==> src/anp_pkg.sv <==
package anp_pkg;

  // Register offsets (word index on the management port)
  localparam logic [4:0] ANP_ADDR_W = 5'h05;
  localparam logic [4:0] ANP_OFS_ADV = 5'h04;
  localparam logic [4:0] ANP_OFS_LPA = 5'h05;
  localparam logic [4:0] ANP_OFS_EXP = 5'h06;
  localparam logic [4:0] ANP_OFS_NPT = 5'h07;
  localparam logic [4:0] ANP_OFS_NPR = 5'h08;
  localparam logic [4:0] ANP_OFS_IST = 5'h10;
  localparam logic [4:0] ANP_OFS_IMSK = 5'h11;

  // Field positions
  localparam int ANP_BIT_NP = 15;
  localparam int ANP_BIT_ACK = 14;
  localparam int ANP_BIT_RF = 13;
  localparam int ANP_BIT_MP = 13;
  localparam int ANP_BIT_ACK2 = 12;
  localparam int ANP_BIT_TOG = 11;
  localparam int ANP_BIT_PDF = 4;
  localparam int ANP_BIT_LPNP = 3;
  localparam int ANP_BIT_LNP = 2;
  localparam int ANP_BIT_PRX = 1;
  localparam int ANP_BIT_LPAN = 0;

  // Writable masks and reset values
  localparam logic [15:0] ANP_ADV_WMASK = 16'hbfff;
  localparam logic [15:0] ANP_ADV_RST = 16'h01e1;
  localparam logic [15:0] ANP_NPT_WMASK = 16'hb7ff;
  localparam logic [15:0] ANP_NPT_RST = 16'h2001;

  // Interrupt status bits
  localparam int ANP_IRQ_N = 3;
  localparam int ANP_IRQ_PDF = 0;
  localparam int ANP_IRQ_PAGE = 1;
  localparam int ANP_IRQ_NPSENT = 2;

endpackage : anp_pkg

==> src/anp_latch_bit.sv <==
`timescale 1ns/1ps
`default_nettype none
module anp_latch_bit (
  // Clock and reset
  input  wire logic sys_clk_i,
  input  wire logic rst_i,
  // Set event and read-clear
  input  wire logic set_i,
  input  wire logic clr_i,
  output logic      q_o
);
  logic q_reg;
  // Set outranks clear so an event in the clearing cycle survives
  always_ff @(posedge sys_clk_i) begin
    if (rst_i) begin
      q_reg <= 1'b0;
    end else if (set_i) begin
      q_reg <= 1'b1;
    end else if (clr_i) begin
      q_reg <= 1'b0;
    end
  end
  assign q_o = q_reg;
endmodule : anp_latch_bit
`default_nettype wire

==> src/anp_page_regs.sv <==
// Notes on behaviour
// RULE1 - Advert bit 15 requests next-page exchange
// RULE2 - Advert bits 11,10 advertise asymmetric/symmetric pause
// RULE3 - Advert bits 9:5 abilities, T4 defaults off
// RULE4 - Partner ability read-only: NP, ACK, RF
// RULE5 - Partner bits 11:5 abilities, 4:0 selector
// RULE6 - Parallel fault latches high until read
// RULE7 - Page received flag, resets zero
// RULE8 - Expansion bit 3 partner next-page capable
// RULE9 - Expansion bit 0 partner autoneg capable
// RULE10 - Expansion bit 2 one, 15:5 zero
// RULE11 - Next-page tx: more, message, code fields
// RULE12 - Next-page tx bit 12 second acknowledge
// RULE13 - Tx toggle read-only, inverse of last
// RULE14 - Partner next-page receive read-only fields
// RULE15 - Software loads next page after receipt
//
// Added by the designer: the strobed register port.
`timescale 1ns/1ps
`default_nettype none
module anp_page_regs
  import anp_pkg::*;
(
  // Clock and reset
  input  wire logic                  sys_clk_i,
  input  wire logic                  rst_i,
  // Register port
  input  wire logic [ANP_ADDR_W-1:0] reg_addr_i,
  input  wire logic [15:0]           reg_wdata_i,
  input  wire logic                  reg_wr_i,
  input  wire logic                  reg_rd_i,
  output logic      [15:0]           reg_rdata_o,
  // Arbitration side: transmitted pages
  output logic      [15:0]           base_page_o,
  output logic      [15:0]           next_page_o,
  input  wire logic                  page_sent_i,
  // Arbitration side: received pages and status
  input  wire logic                  base_rx_i,
  input  wire logic                  next_rx_i,
  input  wire logic [15:0]           link_codeword_i,
  input  wire logic                  link_partner_an_i,
  input  wire logic                  par_det_fault_i,
  // Interrupt
  output logic                       irq_o
);
  import anp_pkg::*;

  ////////////////////////////////////////////////////////////////////////////////
  // Decode
  wire sel_adv  = (reg_addr_i == ANP_OFS_ADV);
  wire sel_lpa  = (reg_addr_i == ANP_OFS_LPA);
  wire sel_exp  = (reg_addr_i == ANP_OFS_EXP);
  wire sel_npt  = (reg_addr_i == ANP_OFS_NPT);
  wire sel_npr  = (reg_addr_i == ANP_OFS_NPR);
  wire sel_ist  = (reg_addr_i == ANP_OFS_IST);
  wire sel_imsk = (reg_addr_i == ANP_OFS_IMSK);
  wire wr_adv   = reg_wr_i & sel_adv;
  wire wr_npt   = reg_wr_i & sel_npt;
  wire wr_imsk  = reg_wr_i & sel_imsk;
  wire rd_exp   = reg_rd_i & sel_exp;
  wire rd_ist   = reg_rd_i & sel_ist;

  ////////////////////////////////////////////////////////////////////////////////
  // Local registers
  logic [15:0] adv_reg;
  logic [15:0] npt_reg;
  logic        tog_reg;
  logic [15:0] lpa_reg;
  logic [15:0] npr_reg;
  logic        lpnp_reg;
  logic [ANP_IRQ_N-1:0] imsk_reg;

  // Bit 14 is reserved read-only; bit 12 is reserved but writable
  always_ff @(posedge sys_clk_i) begin
    if (rst_i) begin
      adv_reg <= ANP_ADV_RST; // [RULE1] [RULE2] [RULE3]
    end else if (wr_adv) begin
      adv_reg <= reg_wdata_i & ANP_ADV_WMASK; // [RULE1] [RULE2] [RULE3]
    end
  end

  always_ff @(posedge sys_clk_i) begin
    if (rst_i) begin
      npt_reg <= ANP_NPT_RST; // [RULE11]
    end else if (wr_npt) begin
      npt_reg <= reg_wdata_i & ANP_NPT_WMASK; // [RULE11] [RULE12]
    end
  end

  // Toggle resets to 0 and flips each time a next page goes out
  always_ff @(posedge sys_clk_i) begin
    if (rst_i) begin
      tog_reg <= 1'b0;
    end else if (page_sent_i) begin
      tog_reg <= ~next_page_o[ANP_BIT_TOG]; // [RULE13]
    end
  end

  assign base_page_o = adv_reg;
  assign next_page_o = {npt_reg[15:12], tog_reg, npt_reg[10:0]}; // [RULE12] [RULE13]

  ////////////////////////////////////////////////////////////////////////////////
  // Received pages
  always_ff @(posedge sys_clk_i) begin
    if (rst_i) begin
      lpa_reg  <= 16'h0000;
      lpnp_reg <= 1'b0;
    end else if (base_rx_i) begin
      lpa_reg  <= link_codeword_i; // [RULE4] [RULE5]
      lpnp_reg <= link_codeword_i[ANP_BIT_NP]; // [RULE8]
    end
  end

  always_ff @(posedge sys_clk_i) begin
    if (rst_i) begin
      npr_reg <= 16'h0000;
    end else if (next_rx_i) begin
      npr_reg <= link_codeword_i; // [RULE14]
    end
  end

  ////////////////////////////////////////////////////////////////////////////////
  // Expansion flags: both clear on a read of the expansion register
  wire pdf_q;
  wire prx_q;
  wire page_rx = base_rx_i | next_rx_i;

  anp_latch_bit u_pdf (
    .sys_clk_i (sys_clk_i),
    .rst_i     (rst_i),
    .set_i     (par_det_fault_i), // [RULE6]
    .clr_i     (rd_exp),
    .q_o       (pdf_q)
  );

  anp_latch_bit u_prx (
    .sys_clk_i (sys_clk_i),
    .rst_i     (rst_i),
    .set_i     (page_rx), // [RULE7]
    .clr_i     (rd_exp),
    .q_o       (prx_q)
  );

  logic an_reg;
  always_ff @(posedge sys_clk_i) begin
    if (rst_i) begin
      an_reg <= 1'b0;
    end else begin
      an_reg <= link_partner_an_i; // [RULE9]
    end
  end

  wire [15:0] exp_val = {11'h000, pdf_q, lpnp_reg, 1'b1, prx_q, an_reg}; // [RULE10]

  ////////////////////////////////////////////////////////////////////////////////
  // Interrupts: sticky status, read-clear, masked level output
  wire [ANP_IRQ_N-1:0] irq_ev;
  wire [ANP_IRQ_N-1:0] ist_q;
  assign irq_ev[ANP_IRQ_PDF]    = par_det_fault_i;
  assign irq_ev[ANP_IRQ_PAGE]   = page_rx;
  assign irq_ev[ANP_IRQ_NPSENT] = page_sent_i;

  genvar gi;
  generate
    for (gi = 0; gi < ANP_IRQ_N; gi++) begin : g_ist
      anp_latch_bit u_ist (
        .sys_clk_i (sys_clk_i),
        .rst_i     (rst_i),
        .set_i     (irq_ev[gi]),
        .clr_i     (rd_ist),
        .q_o       (ist_q[gi])
      );
    end
  endgenerate

  always_ff @(posedge sys_clk_i) begin
    if (rst_i) begin
      imsk_reg <= '0;
    end else if (wr_imsk) begin
      imsk_reg <= reg_wdata_i[ANP_IRQ_N-1:0];
    end
  end

  assign irq_o = |(ist_q & imsk_reg);

  ////////////////////////////////////////////////////////////////////////////////
  // Read path: data one cycle after the strobe, zero for unmapped addresses
  wire [15:0] rd_mux =
    sel_adv  ? adv_reg :
    sel_lpa  ? lpa_reg :
    sel_exp  ? exp_val :
    sel_npt  ? next_page_o :
    sel_npr  ? npr_reg :
    sel_ist  ? {13'h0000, ist_q} :
    sel_imsk ? {13'h0000, imsk_reg} : 16'h0000;

  logic [15:0] rdata_reg;
  always_ff @(posedge sys_clk_i) begin
    if (rst_i) begin
      rdata_reg <= 16'h0000;
    end else if (reg_rd_i) begin
      rdata_reg <= rd_mux;
    end else begin
      rdata_reg <= 16'h0000;
    end
  end
  assign reg_rdata_o = rdata_reg;

  ////////////////////////////////////////////////////////////////////////////////
  // Checks
  property p_adv_np;
    @(posedge sys_clk_i) disable iff (rst_i)
      wr_adv |=> base_page_o[ANP_BIT_NP] == $past(reg_wdata_i[ANP_BIT_NP]);
  endproperty
  a_adv_np: assert property (p_adv_np) else $error("Next-page request not stored"); // [RULE1]

  property p_adv_pause;
    @(posedge sys_clk_i) disable iff (rst_i)
      !wr_adv |=> $stable(base_page_o[11:10]);
  endproperty
  a_adv_pause: assert property (p_adv_pause) else $error("Pause bits moved unwritten"); // [RULE2]

  property p_adv_rst;
    @(posedge sys_clk_i) $fell(rst_i) |-> base_page_o[9:5] == 5'h0f;
  endproperty
  a_adv_rst: assert property (p_adv_rst) else $error("Ability defaults wrong"); // [RULE3]

  property p_lpa_ro;
    @(posedge sys_clk_i) disable iff (rst_i)
      !base_rx_i |=> $stable(lpa_reg);
  endproperty
  a_lpa_ro: assert property (p_lpa_ro) else $error("Partner ability changed"); // [RULE4]

  property p_lpa_cap;
    @(posedge sys_clk_i) disable iff (rst_i)
      base_rx_i |=> lpa_reg[11:0] == $past(link_codeword_i[11:0]);
  endproperty
  a_lpa_cap: assert property (p_lpa_cap) else $error("Partner abilities not captured"); // [RULE5]

  property p_pdf;
    @(posedge sys_clk_i) disable iff (rst_i)
      par_det_fault_i ##1 !rd_exp |=> exp_val[ANP_BIT_PDF];
  endproperty
  a_pdf: assert property (p_pdf) else $error("Fault flag lost before read"); // [RULE6]

  property p_prx;
    @(posedge sys_clk_i) disable iff (rst_i)
      page_rx |=> exp_val[ANP_BIT_PRX];
  endproperty
  a_prx: assert property (p_prx) else $error("Page flag not set"); // [RULE7]

  property p_exp_fixed;
    @(posedge sys_clk_i) disable iff (rst_i)
      reg_rd_i && sel_exp |=> reg_rdata_o[15:5] == 11'h000 && reg_rdata_o[ANP_BIT_LNP];
  endproperty
  a_exp_fixed: assert property (p_exp_fixed) else $error("Expansion fixed bits wrong"); // [RULE10]

  property p_tog;
    @(posedge sys_clk_i) disable iff (rst_i)
      page_sent_i |=> next_page_o[ANP_BIT_TOG] != $past(next_page_o[ANP_BIT_TOG]);
  endproperty
  a_tog: assert property (p_tog) else $error("Toggle did not flip"); // [RULE13]

  property p_npr;
    @(posedge sys_clk_i) disable iff (rst_i)
      next_rx_i ##1 !next_rx_i[*2] |-> npr_reg == $past(link_codeword_i, 2);
  endproperty
  a_npr: assert property (p_npr) else $error("Next page receive not held"); // [RULE14]

  property p_npt;
    @(posedge sys_clk_i) disable iff (rst_i)
      wr_npt |=> next_page_o[12] == $past(reg_wdata_i[12]) && next_page_o[14] == 1'b0;
  endproperty
  a_npt: assert property (p_npt) else $error("Next page tx fields wrong"); // [RULE11] [RULE12]

  property p_adv_fld;
    @(posedge sys_clk_i) disable iff (rst_i)
      wr_adv |=> base_page_o[14] == 1'b0 && base_page_o[11:5] == $past(reg_wdata_i[11:5]);
  endproperty
  a_adv_fld: assert property (p_adv_fld) else $error("Abilities not stored"); // [RULE2] [RULE3]

  property p_adv_clr;
    @(posedge sys_clk_i)
      $fell(rst_i) |-> !base_page_o[ANP_BIT_NP] && base_page_o[11:10] == 2'b00;
  endproperty
  a_adv_clr: assert property (p_adv_clr) else $error("Defaults not clear"); // [RULE1] [RULE2]

  property p_lpa_flg;
    @(posedge sys_clk_i) disable iff (rst_i)
      base_rx_i |=> lpa_reg[15:13] == $past(link_codeword_i[15:13]);
  endproperty
  a_lpa_flg: assert property (p_lpa_flg) else $error("Partner flags wrong"); // [RULE4]

  property p_lpnp;
    @(posedge sys_clk_i) disable iff (rst_i)
      base_rx_i |=> exp_val[ANP_BIT_LPNP] == $past(link_codeword_i[ANP_BIT_NP]);
  endproperty
  a_lpnp: assert property (p_lpnp) else $error("Next-page capable wrong"); // [RULE8]

  property p_lpnp_hld;
    @(posedge sys_clk_i) disable iff (rst_i)
      !base_rx_i |=> $stable(exp_val[ANP_BIT_LPNP]);
  endproperty
  a_lpnp_hld: assert property (p_lpnp_hld) else $error("Capable flag moved"); // [RULE8]

  property p_an;
    @(posedge sys_clk_i) disable iff (rst_i)
      1'b1 |=> exp_val[ANP_BIT_LPAN] == $past(link_partner_an_i);
  endproperty
  a_an: assert property (p_an) else $error("Autoneg flag wrong"); // [RULE9]

  property p_exp_clr;
    @(posedge sys_clk_i) disable iff (rst_i)
      rd_exp && !par_det_fault_i && !page_rx
      |=> !exp_val[ANP_BIT_PDF] && !exp_val[ANP_BIT_PRX];
  endproperty
  a_exp_clr: assert property (p_exp_clr) else $error("Flags not cleared"); // [RULE6] [RULE7]

  property p_pdf_hld;
    @(posedge sys_clk_i) disable iff (rst_i)
      exp_val[ANP_BIT_PDF] && !rd_exp |=> exp_val[ANP_BIT_PDF];
  endproperty
  a_pdf_hld: assert property (p_pdf_hld) else $error("Fault flag lost"); // [RULE6]

  property p_exp_rst;
    @(posedge sys_clk_i) $fell(rst_i) |-> exp_val == 16'h0004;
  endproperty
  a_exp_rst: assert property (p_exp_rst) else $error("Bad defaults"); // [RULE7] [RULE9] [RULE10]

  property p_tog_hld;
    @(posedge sys_clk_i) disable iff (rst_i)
      !page_sent_i |=> $stable(next_page_o[ANP_BIT_TOG]);
  endproperty
  a_tog_hld: assert property (p_tog_hld) else $error("Toggle moved"); // [RULE13]

  property p_npt_rst;
    @(posedge sys_clk_i) $fell(rst_i) |-> next_page_o == ANP_NPT_RST;
  endproperty
  a_npt_rst: assert property (p_npt_rst) else $error("Bad defaults"); // [RULE11] [RULE13]

  property p_npt_fld;
    @(posedge sys_clk_i) disable iff (rst_i)
      wr_npt |=> next_page_o[ANP_BIT_NP] == $past(reg_wdata_i[ANP_BIT_NP])
        && next_page_o[ANP_BIT_MP] == $past(reg_wdata_i[ANP_BIT_MP])
        && next_page_o[10:0] == $past(reg_wdata_i[10:0]);
  endproperty
  a_npt_fld: assert property (p_npt_fld) else $error("Next page not stored"); // [RULE11]

  property p_npr_ro;
    @(posedge sys_clk_i) disable iff (rst_i)
      !next_rx_i |=> $stable(npr_reg);
  endproperty
  a_npr_ro: assert property (p_npr_ro) else $error("Receive register moved"); // [RULE14]

endmodule : anp_page_regs
`default_nettype wire

==> config.mk <==
export PLATFORM = sky130hd
export DESIGN_NAME = anp_page_regs
export DESIGN_NICKNAME = d
export VERILOG_FILES = /design/src/anp_pkg.sv /design/src/anp_latch_bit.sv /design/src/anp_page_regs.sv
export SDC_FILE = /design/constraint.sdc
export NUM_CORES = 1
export LEC_CHECK = 0
export BUFFER_PORTS_ARGS = -buffer_cell sky130_fd_sc_hd__buf_2
export CAP_MARGIN = 30
export CORE_UTILIZATION = 52
export CTS_CLUSTER_DIAMETER = 50
export CTS_CLUSTER_SIZE = 25
export DETAILED_ROUTE_END_ITERATION = 16
export PLACE_DENSITY = 0.78
export REMOVE_ABC_BUFFERS = 1
export SLEW_MARGIN = 20
export SYNTH_ARGS = -nofsm -noshare
export SYNTH_HDL_FRONTEND = slang
export SYNTH_SLANG_ARGS = --single-unit
==> constraint.sdc <==
create_clock -name sys_clk_i -period 2.03 [get_ports sys_clk_i]
set_input_delay 0.406 -clock sys_clk_i [delete_from_list [all_inputs] [get_ports sys_clk_i]]
set_output_delay 0.406 -clock sys_clk_i [all_outputs]
set_load 0.05 [all_outputs]
==> summary.md, run 1 <==
| Metric | Value |
|---|---|
| Status | `complete, no violations` |
| Largest net degree at the start of global routing | `39` |
| Final non-filler cell total | `about 560` |
| Setup Skew | `7.87 ps` |
| Final wirelength | `9170 um` |
| Residual DRC | `0` |
| Clk_lat worst skew | `between 300 and 400 ps` |
| Pre-CTS setup slack | `about 160 ps` |
| Dpl hpwl | `6250 um` |
| Max-cap violations | `0` |
| Finished Core Util | `about 64%` |
| WL per Instance | `about 16 um` |
| Root Buffer | `clkbuf_8` |
| Core area | `roughly 0.0068 mm^2` |
| Fin crit period | `1700 ps` |
| Cells after DPL | `approximately 550` |
| Final Cycle Share | `83.7%` |
| Worst path arrival time | `between 1000 and 1500 ps` |
| Maximum vdd drop | `432 uV` |
| Top Ports | `95` |
| Via/cell ratio | `roughly 5.5` |
| CP Max Fanout | `3` |
| I/O Buffers | `91` |
| Ys async rst share | `0%` |
| H-tree depth | `3` |
| Final GP Congestion | `0.865` |
| Number of global-route vias before repair | `around 2.9k` |
| Setup tns final | `0 ps` |
| Worst relative slew slack | `about 60%` |
| First DRT Iteration DRCs | `between 150 and 200` |
| Worst hold path type | `primary input to flop` |
| Share of cells above drive strength 1 | `27.2%` |
| Synth cell types | `between 40 and 50` |
| # resized after CTS | `0` |
| Fmax achieved | `around 590 MHz` |
| Worst setup margin | `around 330 ps` |
| Synth top area share | `between 40% and 50%` |
| Clock network fraction of total power | `between 30 and 40%` |
| Register area share after synthesis | `between 40 and 50%` |
| Crit Path Category | `flop to output port` |
| Area contributors post-synth | `dfxtp_1 (48%), mux2i_1 (13%), nor2_1 (5.6%), nand2_1 (4.3%), a21oi_1 (3.0%)` |
| Clock Pin Slew Worst Setup and Hold Paths | `about 90 ps` |
| Die ar. | `approximately 0.0073 mm^2` |
| Post-synth EDFFs | `0` |
| Seq pwr share | `52.8%` |
| Crit end category | `output port` |
| Power per cell area | `between 700 and 800 mW/mm^2` |
| Post-DRT Antenna Nets | `0` |
| Synth warn | `0` |
| Antenna cells | `0` |
| Number of clock sinks | `87` |
| CTS tree | `done` |
| Final hold vios | `0` |
| CTS Hold Bufs | `0` |
| CP Data Required Time | `roughly 1600 ps` |
| Fraction of power spent switching nets | `24.6%` |
| #FFs+latches synth | `87` |
| Placement row count | `30` |
| Logic pwr share | `a little over 10%` |
| Most common cell after layout, fill and taps aside | `buf_2` |
| Via count | `3,096` |
| Worst slew pin tran | `601 ps` |
| Initial Util | `a little over half` |
| Max Slew Vio Count | `0` |
| Commonest cells after routing, fill and taps aside | `buf_2 (91), dfxtp_1 (87), nor2_1 (54), mux2i_1 (47), nand2_1 (42)` |
| Type of origin of the critical path | `flop` |
| Final setup violation count | `0` |
| Clk buf depth | `2` |
| DRT Pass-1 Iters | `4` |
| Internal power | `roughly 2.6 mW` |
| Synthesized cell area | `approximately 0.0036 mm^2` |
| Static Leakage | `about 2.1 nW` |
| Syn_area_per_cell | `between 9 and 10 um^2` |
| Nets | `around 520` |
| Pwr Total | `around 3.4 mW` |
| Grt ovf | `0` |
| Area grow syn2layout | `20.2%` |
| Psw | `0.838 mW` |
| Die width | `between 80 and 90 um` |
| Unrepaired setup endpoints after global routing | `no` |
| First-pass GRT wire length | `14,100 um` |
| Die H | `85.5 um` |
| Initial antenna violation count | `0` |
| Gate count of the mapped netlist | `388` |
| TritonCTS buffer count | `9` |
| Ys flop type | `dfxtp_1` |
| Post-synth top area cell | `dfxtp_1` |
| GRT Total Usage | `25.0%` |
| # Post-CTS Setup Buffers | `0` |
## cell usage after synthesis, drive strengths merged, types with 2 or more instances
| cell type | n |
|---|---|
| a221oi | 2 |
| o2bb2ai | 12 |
| nand4 | 3 |
| a22oi | 10 |
| nor2b | 5 |
| nand3 | 5 |
| mux2i | 47 |
| nand2b | 11 |
| nand3b | 5 |
| buf | 16 |
| inv | 7 |
| mux2 | 2 |
| and3 | 2 |
| a222oi | 2 |
| a211oi | 2 |
| o32ai | 2 |
| nand2 | 42 |
| nor2 | 54 |
| dfxtp | 87 |
| a211o | 2 |
| o21ai | 11 |
| nor3 | 3 |
| a21oi | 22 |
| clkbuf | 16 |
## power by group through the flow
stage | clock network [mW] | registers [mW] | logic, mW
after floorplan | 0 | 1.86 | 0.144
after global placement | 0 | 1.83 | 0.339
after detailed placement | 0 | 1.83 | 0.347
after CTS | 1.25 | 1.79 | 0.350
after global routing | 1.33 | 1.80 | 0.379
final | 1.26 | 1.79 | 0.351
## metrics by stage
step	area, um^2	hold WS (ps)
3_5_place_dp	4150	464
6_report	4360	292
4_1_cts	4360	283
3_3_place_gp	4150	444
5_1_grt	4360	288
2_1_floorplan	3460	426
## cells by family after synthesis
family	Yosys count	synth area share (%)
xor gates and xnor gates	1	0.242
AOI/OAI and AO/OA	73	13.7
other	1	0.103
muxes	50	14.3
DFF	87	48.0
buffers and inverters	39	5.49
and+or+nand+nor	137	18.1
## cell type report
cell class | instances | area (um^2)
Inverter | 7 | 26.3
Tap cell | 80 | 100
Clock inverter | 3 | 40.0
Fill cell | 578 | 2400
Timing Repair Buffer | 109 | 591
Multi-Input combinational cell | 263 | 1690
Sequential cell | 87 | 1740
Clock buffer | 13 | 169
## critical path, cell delays in order (launching register included)
cell and delay, ps:
dfxtp_1 330, a222oi_1 340, inv_1 60, buf_2 210
## metal layers
metal	GRT usage, %	wire length, um	vias to the layer above
met2	42.9	4580	111
met1	31.6	3860	1451
met3	3.75	615	7
li1	-	-	1527
met5	0	0	-
met4	10.2	114	0
## worst paths after layout
path,startpoint,endpoint,slack (ps),depth (start not counted)
worst max-delay path,g_ist[2].u_ist.q_o,irq_o,330,3
worst max register to register,npr_reg[4],reg_rdata_o[4],910,4
worst min register to register,base_page_o[1],base_page_o[1],470,2
worst min-delay path,reg_wdata_i[5],base_page_o[5],290,3
No activity file was read; power rests on OpenSTA's default activity.
==> run 2: changes to the inputs <==
==> constraint.sdc (replaced) <==
create_clock -name sys_clk_i -period 1.72 [get_ports sys_clk_i]
set_input_delay 0.344 -clock sys_clk_i [delete_from_list [all_inputs] [get_ports sys_clk_i]]
set_output_delay 0.344 -clock sys_clk_i [all_outputs]
set_load 0.05 [all_outputs]
==> run 2 against run 1 <==
Against the previous run:
- critical path type unchanged
- largest power group unchanged
- first-iteration DRC count up 34%
- hold slack worse by 82 ps
- non-clock buffer count up 1
- clock-buffer cell count down 4
- cell area up 1.9%
- cell count unchanged
- core utilization up 1.2 points
- sequential power up 18%
- worst setup slack worse by 280 ps
==> summary.md, run 2 (synthesized netlist as in run 1, its figures left out) <==
| Metric | Value |
|---|---|
| Unrepaired setup endpoints after global routing | `no` |
| Area grow syn2layout | `22.5%` |
| Antenna cells | `0 (unchanged)` |
| Fin crit period | `1670 ps` |
| Final hold vios | `0 (unchanged)` |
| Core area | `0.00676 mm^2 (unchanged)` |
| Pre-CTS setup slack | `30.9 ps (-133 ps)` |
| Clk_lat worst skew | `360 ps (about the same)` |
| TritonCTS buffer count | `9 (unchanged)` |
| Worst path arrival time | `1330 ps (+40 ps)` |
| Die ar. | `0.00731 mm^2 (unchanged)` |
| WL per Instance | `16.6 um (+2.0%)` |
| Dpl cell area | `0.00422 mm^2 (+1.7%)` |
| Die H | `85.5 um (unchanged)` |
| Max incr delay on CP | `380 ps (+40 ps)` |
| I/O Buffers | `91 (unchanged)` |
| CP Data Required Time | `1380 ps (-240 ps)` |
| CTS Hold Bufs | `0 (unchanged)` |
| Top Ports | `95 (unchanged)` |
| Worst hold path stage count | `3 (unchanged)` |
| Crit end category | `output port` |
| Cells after DPL | `547 (+0.18%)` |
| Hold_sp | `reg_wdata_i[6]` |
| Nets | `524 (+0.19%)` |
| Grt ovf | `0 (unchanged)` |
| Finished Cell Area | `0.00444 mm^2 (+1.9%)` |
| Sink of the worst hold path | `base_page_o[6]` |
| WHS | `210 ps (-82.0 ps)` |
| Residual DRC | `0 (unchanged)` |
| Clock Pin Slew Worst Setup and Hold Paths | `90 ps (about the same)` |
| Most common cell after layout, fill and taps aside | `buf_2` |
| Number of clock sinks | `87 (unchanged)` |
| Largest net degree at the start of global routing | `72 (+85%)` |
| Initial Util | `53.6% (unchanged)` |
| Fmax achieved | `598 MHz` |
| CP Max Fanout | `3 (unchanged)` |
| Initial antenna violation count | `0 (unchanged)` |
| Filler instances | `587 (+1.6%)` |
| Worst setup margin | `47.8 ps (-283 ps)` |
| Cell Chain, Critical Path | `a222oi_1, inv_1, buf_6` |
| Setup Skew | `10.4 ps (+2.54 ps)` |
| Placement row count | `30 (unchanged)` |
| Reg2reg setup slack | `580 ps (-330 ps)` |
| Pwr Total | `4.12 mW (+21%)` |
| Worst slew pin tran | `571 ps (-30.5 ps)` |
| Via/cell ratio | `5.61 (+1.8%)` |
| Worst relative slew slack | `62.0% (+2.0 points)` |
| Final non-filler cell total | `562 (unchanged)` |
| CTS tree | `done` |
| Reg2Reg Depth | `4 (unchanged)` |
| Via count | `3,152 (+1.8%)` |
| DRT Pass-1 Iters | `5 (+1)` |
| CP delay by family, top | `compound AO/OA/AOI/OAI gates` |
| Final Cycle Share | `97.2%` |
| Setup tns final | `0 ps (unchanged)` |
| Final GP Congestion | `0.918 (+6.1%)` |
| Reg-to-Reg Start | `npr_reg[4]` |
| Root Buffer | `clkbuf_8` |
| Worst hold path type | `primary input to flop` |
| First DRT Iteration DRCs | `222 (+34%)` |
| Highest-delay cell along the critical path | `a222oi_1` |
| Type of origin of the critical path | `flop` |
| Finished Core Util | `65.7% (+1.2 points)` |
| CP Buf/Inv Count | `2 (unchanged)` |
| Number of global-route vias before repair | `2,996 (+3.4%)` |
| Maximum vdd drop | `441 uV (+2.3%)` |
| Static Leakage | `2.08 nW (+0.98%)` |
| Clk buf depth | `2 (unchanged)` |
| First-pass GRT wire length | `14,800 um (+4.9%)` |
| Max Slew Vio Count | `0 (unchanged)` |
| GRT Total Usage | `26.6% (+1.6 points)` |
| Final setup violation count | `0 (unchanged)` |
| Share of cells above drive strength 1 | `27.4% (+0.21 points)` |
| Crit Path Category | `flop to output port` |
| Status | `complete, no violations` |
| Reg-to-Reg End | `reg_rdata_o[4]` |
| Post-DRT Antenna Nets | `0 (unchanged)` |
| Dpl hpwl | `6260 um (+0.14%)` |
| Power per cell area | `929 mW/mm^2 (+19%)` |
| Max-cap violations | `0 (unchanged)` |
| Commonest cells after routing, fill and taps aside | `buf_2 (90), dfxtp_1 (87), nor2_1 (54), mux2i_1 (47), nand2_1 (42)` |
| Die width | `85.5 um (unchanged)` |
| Final wirelength | `9360 um (+2.0%)` |
| H-tree depth | `3 (unchanged)` |
[run 2: cell count changes in the layout (fill, tap and decap cells not counted)]
cell        previous run  this run
clkbuf_8              12         9
buf_4                 18        14
clkinv_2               2         0
buf_12                 0         5
inv_6                  0         2
buf_2                 91        90
buf_6                  0         1
bufinv_16              1         2
clkbuf_1               1         0
clkinvlp_4             0         2
[run 2: how the worst max path moves through the flow]
stage / start / endpoint / slack [ps] / depth (start not counted)
after floorplan: reg_addr_i[3] / npt_reg[0] / -140 / 3
after global placement: reg_addr_i[0] / reg_rdata_o[0] / 40 / 5
after detailed placement: reg_addr_i[0] / reg_rdata_o[5] / 30 / 6
after CTS: g_ist[2].u_ist.q_o / irq_o / 20 / 3
after global routing: imsk_reg[2] / irq_o / 5 / 3
final: imsk_reg[2] / irq_o / 50 / 3
[run 2: tightest hold or removal path, cell delays in order]
cell and delay (ps):
buf_2 90, nand2_1 40, nand3b_1 70
[run 2: timing repair]
item,in CTS,in global routing
gates resized for setup,0,3
buffers inserted,0,0
endpoints found under the hold margin,0,0
endpoints found under the setup margin,0,1
[run 2: where the power goes]
part	switching [mW]	internal (mW)	total, mW
sequential	0.0382	2.08	2.12
clock	0.754	0.820	1.57
combinational	0.261	0.169	0.430
[run 2: final cells by class]
| class | instances | area, um^2 | share of cell area [%] |
|---|---|---|---|
| tap | 80 | 100 | 2.25 |
| sequential | 87 | 1740 | 39.2 |
| multi-input combinational | 263 | 1690 | 38.0 |
| clock buffer | 9 | 124 | 2.79 |
| clock inverter | 6 | 92.6 | 2.09 |
| timing repair buffer | 110 | 667 | 15.0 |
| inverter | 7 | 26.3 | 0.592 |
[run 2: routing by layer]
metal | track usage, % | part of all wire (%) | up-vias
met2 | 43.6 | 50 | 104
li1 | - | - | 1522
met3 | 4.91 | 5.2 | 24
met4 | 12.7 | 2.8 | 0
met5 | 0 | 0 | -
met1 | 34.1 | 42 | 1502
